==> config.mk <==
export PLATFORM = sky130hd
export DESIGN_NAME = isr_top
export DESIGN_NICKNAME = d
export VERILOG_FILES = /design/src/core/isr_pkg.sv /design/src/core/isr_top.sv
export SDC_FILE = /design/constraint.sdc
export NUM_CORES = 1
export LEC_CHECK = 0
export ABC_AREA = 1
export BUFFER_PORTS_ARGS = -buffer_cell sky130_fd_sc_hd__buf_2
export CORE_MARGIN = 4
export CORE_UTILIZATION = 50
export CTS_BUF_LIST = sky130_fd_sc_hd__clkbuf_8
export CTS_CLUSTER_SIZE = 25
export DETAILED_ROUTE_END_ITERATION = 8
export PLACE_DENSITY = 0.64
export SLEW_MARGIN = 10
export SYNTH_ARGS = -nofsm -noshare
export SYNTH_HDL_FRONTEND = slang
export SYNTH_SLANG_ARGS = --single-unit
==> constraint.sdc <==
create_clock -name I_CLK -period 5.8 [get_ports I_CLK]
set_clock_uncertainty 0.05 [all_clocks]
set_input_delay 0.58 -clock I_CLK [delete_from_list [all_inputs] [get_ports I_CLK]]
set_output_delay 0.58 -clock I_CLK [all_outputs]
set_load 0.005 [all_outputs]
==> src/core/isr_pkg.sv <==
// Constants and types shared by the instrument status reporting block
package isr_pkg;
	// ==========================================================
	// Abnormal-operation bit positions and layout
	localparam int ABN_W = 16;
	localparam int ABN_OVERVOLTAGE = 0;
	localparam int ABN_OVERCURRENT = 1;
	localparam int ABN_POWER_FAIL = 2;
	localparam int ABN_POWER_LIMIT = 3;
	localparam int ABN_OVERTEMP = 4;
	localparam int ABN_PARALLEL = 5;
	localparam int ABN_INHIBIT = 9;
	localparam int ABN_UNREG = 10;
	localparam logic [15:0] ABN_USED_MASK = 16'h063f;
	localparam logic [15:0] ABN_RISE_RESET = 16'h063f;
	localparam logic [15:0] ABN_FALL_RESET = 16'h0000;
	// ==========================================================
	// Standard event bits
	localparam int BYTE_W = 8;
	localparam int STD_OPC = 0;
	localparam int STD_QUERY_ERR = 2;
	localparam int STD_DEVICE_ERR = 3;
	localparam int STD_EXEC_ERR = 4;
	localparam int STD_SYNTAX_ERR = 5;
	localparam int STD_POWER_ON = 7;
	localparam logic [7:0] STD_RESET = 8'h80;
	// ==========================================================
	// Status summary byte bits
	localparam int SB_ERRQ = 2;
	localparam int SB_ABN = 3;
	localparam int SB_MAV = 4;
	localparam int SB_ESB = 5;
	localparam int SB_RQS = 6;
	localparam int SB_OPER = 7;
	localparam logic [7:0] SRE_USED_MASK = 8'hbf;
	// ==========================================================
	// Queues
	localparam int ERR_W = 16;
	localparam logic [15:0] ERR_OVERFLOW = 16'hfea2;
	localparam logic [15:0] ERR_NONE = 16'h0000;
	localparam int MSG_W = 8;
	localparam int QUEUE_DEPTH = 8;
	// ==========================================================
	// Command codes
	typedef enum logic [4:0] {
		CMD_ABN_COND_RD = 5'h00,
		CMD_ABN_EVENT_RD = 5'h01,
		CMD_ABN_ENABLE_WR = 5'h02,
		CMD_ABN_ENABLE_RD = 5'h03,
		CMD_RISE_WR = 5'h04,
		CMD_RISE_RD = 5'h05,
		CMD_FALL_WR = 5'h06,
		CMD_FALL_RD = 5'h07,
		CMD_STD_EVENT_RD = 5'h08,
		CMD_STD_ENABLE_WR = 5'h09,
		CMD_STD_ENABLE_RD = 5'h0a,
		CMD_STB_RD = 5'h0b,
		CMD_SERIAL_POLL = 5'h0c,
		CMD_SRE_WR = 5'h0d,
		CMD_SRE_RD = 5'h0e,
		CMD_CLEAR_STATUS = 5'h0f,
		CMD_ERR_RD = 5'h10,
		CMD_MSG_RD = 5'h11
	} isr_cmd_t;
endpackage : isr_pkg

==> src/core/isr_top.sv <==
// Status reporting: abnormal-operation group, standard events, status byte, queues
// What this block does
// - Condition bits 0-5 map the six trips
// - Inhibit bit 9, unregulated bit 10, others zero
// - Condition, edge filters, event latch, enable mask
// - Enabled abnormal events drive status bit 3
// - Standard event register read-only, cleared by read
// - Standard event bit layout, bits 1,6 zero
// - Query error on three buffer faults
// - Power-on bit set after power cycle
// - Enabled standard events drive status bit 5
// - Error queue non-empty drives status bit 2
// - Output queue non-empty drives status bit 4
// - Enabled operation events drive status bit 7
// - Service summary is unlatched OR of enabled bits
// - Status byte query returns summary, clears nothing
// - Service need raises request line and flag
// - Serial poll returns and clears only flag
// - Error queue first-in first-out until read
// - Error overflow replaces newest with overflow code
// - Output queue first-in first-out until read
// - Rising and falling filters qualify condition edges
// - Set event bit ignores further events
// - Condition bits follow live state unlatched
`timescale 1ns/100ps
`default_nettype none
module isr_top
	import isr_pkg::*;
#(
	parameter int DEPTH = QUEUE_DEPTH
) (
	// Clock, reset, enable
	input wire logic I_CLK,
	input wire logic I_RESETN,
	input wire logic I_CE,
	// Monitored instrument state (asynchronous pins)
	input wire logic I_OVERVOLTAGE_TRIP,
	input wire logic I_OVERCURRENT_TRIP,
	input wire logic I_POWER_FAIL_TRIP,
	input wire logic I_POWER_LIMIT_ACTIVE,
	input wire logic I_OVERTEMP_TRIP,
	input wire logic I_PARALLELED_UNIT_TRIP,
	input wire logic I_EXTERNAL_INHIBIT,
	input wire logic I_UNREGULATED_OUTPUT,
	// Events from the command parser (same clock)
	input wire logic I_OPER_SUMMARY,
	input wire logic I_EV_OPC,
	input wire logic I_EV_DEVICE_ERR,
	input wire logic I_EV_EXEC_ERR,
	input wire logic I_EV_SYNTAX_ERR,
	input wire logic I_NEW_LINE,
	input wire logic I_INPUT_FULL,
	// Queue fill side
	input wire logic I_ERR_PUSH,
	input wire logic [ERR_W-1:0] I_ERR_CODE,
	input wire logic I_MSG_PUSH,
	input wire logic [MSG_W-1:0] I_MSG_DATA,
	// Command port
	input wire logic I_CMD_VALID,
	input wire logic [4:0] I_CMD_CODE,
	input wire logic [ERR_W-1:0] I_CMD_DATA,
	// Answers
	output logic O_RESP_VALID,
	output logic [ERR_W-1:0] O_RESP_DATA,
	output logic O_SRQ
);
	localparam int PW = $clog2(DEPTH);
	localparam int CW = $clog2(DEPTH + 1);
	localparam logic [CW-1:0] FULL_CNT = CW'(DEPTH);
	localparam logic [CW-1:0] CNT_ONE = CW'(1);
	localparam logic [PW-1:0] PTR_ONE = PW'(1);

	function automatic logic is_cmd(input logic [4:0] code, input isr_cmd_t c);
		return I_CMD_VALID && (code == c);
	endfunction : is_cmd

	// ==========================================================
	// Condition synchroniser
	logic [ABN_W-1:0] pins;
	logic [ABN_W-1:0] cond_meta_reg, cond_meta_next;
	logic [ABN_W-1:0] cond_reg, cond_next;
	logic [ABN_W-1:0] cond_last_reg, cond_last_next;
	always_comb begin
		pins = '0;
		pins[ABN_OVERVOLTAGE] = I_OVERVOLTAGE_TRIP;
		pins[ABN_OVERCURRENT] = I_OVERCURRENT_TRIP;
		pins[ABN_POWER_FAIL] = I_POWER_FAIL_TRIP;
		pins[ABN_POWER_LIMIT] = I_POWER_LIMIT_ACTIVE;
		pins[ABN_OVERTEMP] = I_OVERTEMP_TRIP;
		pins[ABN_PARALLEL] = I_PARALLELED_UNIT_TRIP;
		pins[ABN_INHIBIT] = I_EXTERNAL_INHIBIT;
		pins[ABN_UNREG] = I_UNREGULATED_OUTPUT;
		cond_meta_next = pins & ABN_USED_MASK;
		cond_next = cond_meta_reg;
		cond_last_next = cond_reg;
	end
	always_ff @(posedge I_CLK) begin
		if (!I_RESETN) begin
			cond_meta_reg <= '0;
			cond_reg <= '0;
			cond_last_reg <= '0;
		end else if (I_CE) begin
			cond_meta_reg <= cond_meta_next;
			cond_reg <= cond_next;
			cond_last_reg <= cond_last_next;
		end
	end

	// ==========================================================
	// Abnormal-operation group and standard events
	logic cls;
	logic [ABN_W-1:0] abn_event_reg, abn_event_next, abn_enable_reg, abn_enable_next;
	logic [ABN_W-1:0] rise_reg, rise_next, fall_reg, fall_next, abn_hits;
	logic [BYTE_W-1:0] std_event_reg, std_event_next, std_enable_reg, std_enable_next;
	logic [BYTE_W-1:0] std_set;
	logic [CW-1:0] msg_count_reg;
	// Procedural, so the valid line read inside the function is in the sensitivity
	always_comb cls = is_cmd(I_CMD_CODE, CMD_CLEAR_STATUS);
	always_comb begin
		// Edge filters select which condition changes become events
		abn_hits = ((cond_reg & ~cond_last_reg & rise_reg)
			| (~cond_reg & cond_last_reg & fall_reg)) & ABN_USED_MASK;
		// Clear then OR in new hits, so a same-cycle event survives
		abn_event_next = abn_event_reg;
		if (cls || is_cmd(I_CMD_CODE, CMD_ABN_EVENT_RD))
			abn_event_next = '0;
		abn_event_next = abn_event_next | abn_hits;
		abn_enable_next = abn_enable_reg;
		rise_next = rise_reg;
		fall_next = fall_reg;
		if (is_cmd(I_CMD_CODE, CMD_ABN_ENABLE_WR))
			abn_enable_next = I_CMD_DATA & ABN_USED_MASK;
		if (is_cmd(I_CMD_CODE, CMD_RISE_WR))
			rise_next = I_CMD_DATA & ABN_USED_MASK;
		if (is_cmd(I_CMD_CODE, CMD_FALL_WR))
			fall_next = I_CMD_DATA & ABN_USED_MASK;
		std_set = '0;
		std_set[STD_OPC] = I_EV_OPC;
		std_set[STD_DEVICE_ERR] = I_EV_DEVICE_ERR;
		std_set[STD_EXEC_ERR] = I_EV_EXEC_ERR;
		std_set[STD_SYNTAX_ERR] = I_EV_SYNTAX_ERR;
		std_set[STD_QUERY_ERR] = (is_cmd(I_CMD_CODE, CMD_MSG_RD) && msg_count_reg == '0)
			|| (I_NEW_LINE && msg_count_reg != '0)
			|| (I_INPUT_FULL && msg_count_reg == FULL_CNT);
		std_event_next = std_event_reg;
		if (cls || is_cmd(I_CMD_CODE, CMD_STD_EVENT_RD))
			std_event_next = '0;
		std_event_next = std_event_next | std_set;
		std_enable_next = std_enable_reg;
		if (is_cmd(I_CMD_CODE, CMD_STD_ENABLE_WR))
			std_enable_next = I_CMD_DATA[BYTE_W-1:0];
	end
	always_ff @(posedge I_CLK) begin
		if (!I_RESETN) begin
			abn_event_reg <= '0;
			abn_enable_reg <= '0;
			rise_reg <= ABN_RISE_RESET;
			fall_reg <= ABN_FALL_RESET;
			std_event_reg <= STD_RESET;
			std_enable_reg <= '0;
		end else if (I_CE) begin
			abn_event_reg <= abn_event_next;
			abn_enable_reg <= abn_enable_next;
			rise_reg <= rise_next;
			fall_reg <= fall_next;
			std_event_reg <= std_event_next;
			std_enable_reg <= std_enable_next;
		end
	end

	// ==========================================================
	// Error queue and output queue
	logic [ERR_W-1:0] err_mem_reg [DEPTH], err_mem_next [DEPTH];
	logic [MSG_W-1:0] msg_mem_reg [DEPTH], msg_mem_next [DEPTH];
	logic [PW-1:0] err_rd_reg, err_rd_next, err_wr_reg, err_wr_next;
	logic [PW-1:0] msg_rd_reg, msg_rd_next, msg_wr_reg, msg_wr_next;
	logic [CW-1:0] err_count_reg, err_count_next, msg_count_next;
	logic err_pop, msg_pop;
	always_comb begin
		err_mem_next = err_mem_reg;
		msg_mem_next = msg_mem_reg;
		err_pop = is_cmd(I_CMD_CODE, CMD_ERR_RD) && err_count_reg != '0;
		msg_pop = is_cmd(I_CMD_CODE, CMD_MSG_RD) && msg_count_reg != '0;
		err_rd_next = err_pop ? err_rd_reg + PTR_ONE : err_rd_reg;
		err_count_next = err_pop ? err_count_reg - CNT_ONE : err_count_reg;
		err_wr_next = err_wr_reg;
		if (I_ERR_PUSH) begin
			if (err_count_next != FULL_CNT) begin
				err_mem_next[err_wr_reg] = I_ERR_CODE;
				err_wr_next = err_wr_reg + PTR_ONE;
				err_count_next = err_count_next + CNT_ONE;
			end else begin
				err_mem_next[err_wr_reg - PTR_ONE] = ERR_OVERFLOW;
			end
		end
		if (cls) begin
			err_rd_next = '0;
			err_wr_next = '0;
			err_count_next = '0;
		end
		msg_rd_next = msg_pop ? msg_rd_reg + PTR_ONE : msg_rd_reg;
		msg_count_next = msg_pop ? msg_count_reg - CNT_ONE : msg_count_reg;
		msg_wr_next = msg_wr_reg;
		// A full queue drops the message; the parser sees it as a query error
		if (I_MSG_PUSH && msg_count_next != FULL_CNT) begin
			msg_mem_next[msg_wr_reg] = I_MSG_DATA;
			msg_wr_next = msg_wr_reg + PTR_ONE;
			msg_count_next = msg_count_next + CNT_ONE;
		end
	end
	always_ff @(posedge I_CLK) begin
		if (!I_RESETN) begin
			for (int i = 0; i < DEPTH; i++) begin
				err_mem_reg[i] <= ERR_NONE;
				msg_mem_reg[i] <= '0;
			end
			err_rd_reg <= '0;
			err_wr_reg <= '0;
			err_count_reg <= '0;
			msg_rd_reg <= '0;
			msg_wr_reg <= '0;
			msg_count_reg <= '0;
		end else if (I_CE) begin
			err_mem_reg <= err_mem_next;
			msg_mem_reg <= msg_mem_next;
			err_rd_reg <= err_rd_next;
			err_wr_reg <= err_wr_next;
			err_count_reg <= err_count_next;
			msg_rd_reg <= msg_rd_next;
			msg_wr_reg <= msg_wr_next;
			msg_count_reg <= msg_count_next;
		end
	end

	// ==========================================================
	// Status byte, service request and answers
	logic [BYTE_W-1:0] stb, sre_reg, sre_next;
	logic service_summary, mss_last_reg, mss_last_next, rqs_reg, rqs_next, poll;
	logic resp_valid_next;
	logic [ERR_W-1:0] resp_data_next;
	always_comb poll = is_cmd(I_CMD_CODE, CMD_SERIAL_POLL);
	always_comb begin
		stb = '0;
		stb[SB_ERRQ] = err_count_reg != '0;
		stb[SB_ABN] = |(abn_event_reg & abn_enable_reg);
		stb[SB_MAV] = msg_count_reg != '0;
		stb[SB_ESB] = |(std_event_reg & std_enable_reg);
		stb[SB_OPER] = I_OPER_SUMMARY;
		service_summary = |(stb & sre_reg);
		mss_last_next = service_summary;
		// New reason for service raises the flag; set wins over poll clear
		rqs_next = (rqs_reg && !poll) || (service_summary && !mss_last_reg);
		sre_next = is_cmd(I_CMD_CODE, CMD_SRE_WR) ? I_CMD_DATA[BYTE_W-1:0] & SRE_USED_MASK
			: sre_reg;
		resp_valid_next = I_CMD_VALID;
		resp_data_next = '0;
		if (I_CMD_VALID) begin
			unique case (I_CMD_CODE)
				CMD_ABN_COND_RD: resp_data_next = cond_reg;
				CMD_ABN_EVENT_RD: resp_data_next = abn_event_reg;
				CMD_ABN_ENABLE_RD: resp_data_next = abn_enable_reg;
				CMD_RISE_RD: resp_data_next = rise_reg;
				CMD_FALL_RD: resp_data_next = fall_reg;
				CMD_STD_EVENT_RD: resp_data_next = {8'h00, std_event_reg};
				CMD_STD_ENABLE_RD: resp_data_next = {8'h00, std_enable_reg};
				CMD_SRE_RD: resp_data_next = {8'h00, sre_reg};
				CMD_STB_RD: begin
					resp_data_next = {8'h00, stb};
					resp_data_next[SB_RQS] = service_summary;
				end
				CMD_SERIAL_POLL: begin
					resp_data_next = {8'h00, stb};
					resp_data_next[SB_RQS] = rqs_reg;
				end
				CMD_ERR_RD: resp_data_next = err_pop ? err_mem_reg[err_rd_reg] : ERR_NONE;
				CMD_MSG_RD: resp_data_next = {8'h00, msg_pop ? msg_mem_reg[msg_rd_reg] : 8'h00};
				default: resp_data_next = '0;
			endcase
		end
	end
	always_ff @(posedge I_CLK) begin
		if (!I_RESETN) begin
			sre_reg <= '0;
			mss_last_reg <= 1'b0;
			rqs_reg <= 1'b0;
			O_SRQ <= 1'b0;
			O_RESP_VALID <= 1'b0;
			O_RESP_DATA <= '0;
		end else if (I_CE) begin
			sre_reg <= sre_next;
			mss_last_reg <= mss_last_next;
			rqs_reg <= rqs_next;
			O_SRQ <= rqs_next;
			O_RESP_VALID <= resp_valid_next;
			O_RESP_DATA <= resp_data_next;
		end
	end
endmodule : isr_top
`default_nettype wire

==> results.toml <==
[run_status]
status = "complete, no violations"

[sta]
finalSetupTns_ps = 0
setup_viol = 0
post-route-period-util_pct = 63.9
relSlewSlack_pct = 29.1
rsz0062_at_grt = "false"
whs_ps = 139
max_freq_ghz = 0.270
worst_pin_slew_ps = 1060
maxSlewViolCount = 0
fin_crit_ps = 3700
hold_violations = 0

[worst_hold_path]
hp-class = "in2reg"
holdPathStages = 3

[placed_design]
routabilityCongestion = 0.906
portBuffers = 77
dp_hpwl_mm = 28.8

[clocking]
h-tree-depth = 2
tritoncts = "yes"
clkSinkCount = 308
post_cts_buffers = 0
clk_path_buf_depth = 3
clk_latency_ps = 620
path_clk_slew_ps = 60
postCtsResizedCells = 0
cts_root_buffer = "clkbuf_8"
ctsHoldBuffers = 0
cts_buffers = 54

[worst_setup_path]
worstSetupStartpointType = "flop"
worst_ep_required_time_ps = 6260
cp_data_arrival_time_ps = 4160
end_kind = "flop"
rr_worst_depth = 17
crit_fanout = 70
path_class = "reg2reg"

[synth]
synth-edff-count = 0
synth_ff_type = "dfxtp_1"
synth_seq_cells = 308
yosys_warnings = 0
synth-xor-area-share_pct = 0.168
avgSynthCellArea_um2 = 6.65
synth_mux_area_share_pct = 0
synth_adder_area_share_pct = 0.878
syn_nets = 2434
synthArstFlopShare_pct = 0
synth_compound_area_share_pct = 17.5
syn_area_um2 = 15700
synth_cell_types = 47
synth-simple-area-share_pct = 32.2
syn_inst = 2357
synth-seq-area-share_pct = 39.3
synth_top_family_by_area = "simple AND/OR/NAND/NOR gates"

[layout]
final_util_pct = 55.4
diodes = 0
largest_reg_flops = 128
drive_gt1_share_pct = 8.94
area_delta_synth_final_pct = 8.66
nNetsFinal = 2447

[power_and_ir_drop]
p_per_area_nw_per_um2 = 266
peakVddDrop_mv = 0.213
p_leak_nw = 7.76

[grt]
antenna_found_initial = 0
grt_first_pass_wirelength_mm = 73.1
grt_pass1_vias = 14100
grtUsageTotal_pct = 25.8
grt.overflow.total = 0
grt_max_degree = 134

[die]
rows = 64
coreArea_um2 = 30700
start_util_pct = 51.0
dieArea_um2 = 34300
pin_count = 84
fp.dieW_um = 185
die_h_um = 185

[drt]
drc_errors = 0
totalWireLength_mm = 44.8
viasPerCell = 5.41
drtIter0Drc = 1156
ant_nets = 0
first_pass_iters = 5
wl_per_cell_um = 16.0
num_vias = 15200

[flow_run]
cap_violations = 0
[cells in the mapped netlist (all sizes together) (7+ instances only)]
library cell	n	area share, %
a21oi	188	6.0
inv	249	6.0
o21bai	7	0.34
o22ai	24	0.96
nand2	484	12
o221ai	17	0.95
nand4	42	2.6
o21ai	227	7.3
clkbuf	81	1.9
o211ai	23	1.1
nor2	431	11
buf	45	2.0
ha	11	0.88
dfxtp	308	39
nand3	180	6.2
nor3	9	0.35
[routing by layer]
metal / wire [µm] / vias to the layer above / GRT usage [%]
met4: 899 / 0 / 7.19
met1: 21000 / 6938 / 36.5
li1: - / 7693 / -
met5: 0 / - / 0
met3: 2590 / 76 / 3.57
met2: 20300 / 455 / 41.4
[final cells by class]
class / instances / area [µm²]
Multi-Input combinational cell: 1669 / 7950
Clock buffer: 67 / 922
Timing Repair Buffer: 83 / 437
Sequential cell: 308 / 6170
Clock inverter: 25 / 116
Inverter: 254 / 953
Fill cell: 3059 / 13700
Tap cell: 396 / 495
[path summary, 6_finish.rpt]
kind	slack [ps]	startpoint	endpoint
setup reg to reg	2100	err_count_reg[0]	err_mem_reg[66]
setup / recovery	2100	err_count_reg[0]	err_mem_reg[66]
hold / removal	140	I_POWER_FAIL_TRIP	cond_meta_reg[2]
hold reg to reg	400	std_enable_reg[1]	std_enable_reg[1]
[power by group]
part / leakage (nW) / internal, W / switching (W)
combinational: 4.65 / 0.000111 / 0.000280
sequential: 2.50 / 0.00217 / 0.0000293
clock: 0.609 / 0.00103 / 0.000918
[critical path: stages, from the launching register on]
cell     delay (ps)
dfxtp_1         320
inv_1           120
ha_1            180
inv_1            40
nor2_1          140
nand2_1         220
nand3_4         210
nand2_1          70
nand2_1         150
inv_1            80
ha_1            210
nand3_4         130
inv_2            50
nand2_4         510
nand2_2         530
inv_1           310
nand2_1          90
a21oi_1         140
[cell usage in the layout, fill, tap and decap left out, types with 11 or more instances in the layout]
cell        n
nand3_1   171
o22ai_1    24
clkbuf_8   67
o21ai_0   219
ha_1       11
o221ai_1   17
inv_2      11
buf_2      76
o211ai_1   23
inv_1     259
dfxtp_1   307
nand4_1    31
nand2_1   473
a21oi_1   188
nor2_1    420
[through the flow]
stage,setup WS [ps],total power [W],instances,area (µm²)
after CTS,2060,0.00457,2802,17000
after global placement,1950,0.00262,2710,16000
after floorplan,3340,0.00252,2357,15700
final,2100,0.00454,2802,17000
after global routing,1710,0.00473,2802,17000
after detailed placement,1870,0.00263,2710,16000
[kinds of logic (layout without fill, tap and decap cells)]
logic type / count (synthesis) / in the layout
adder cells (fa/ha/maj): 11 / 11
XOR/XNOR: 3 / 3
buffers and inverters: 380 / 429
flip-flops: 308 / 308
AND/OR/NAND/NOR: 1153 / 1153
AO/OA/AOI/OAI: 502 / 502
(Power assumes the default switching activity.)
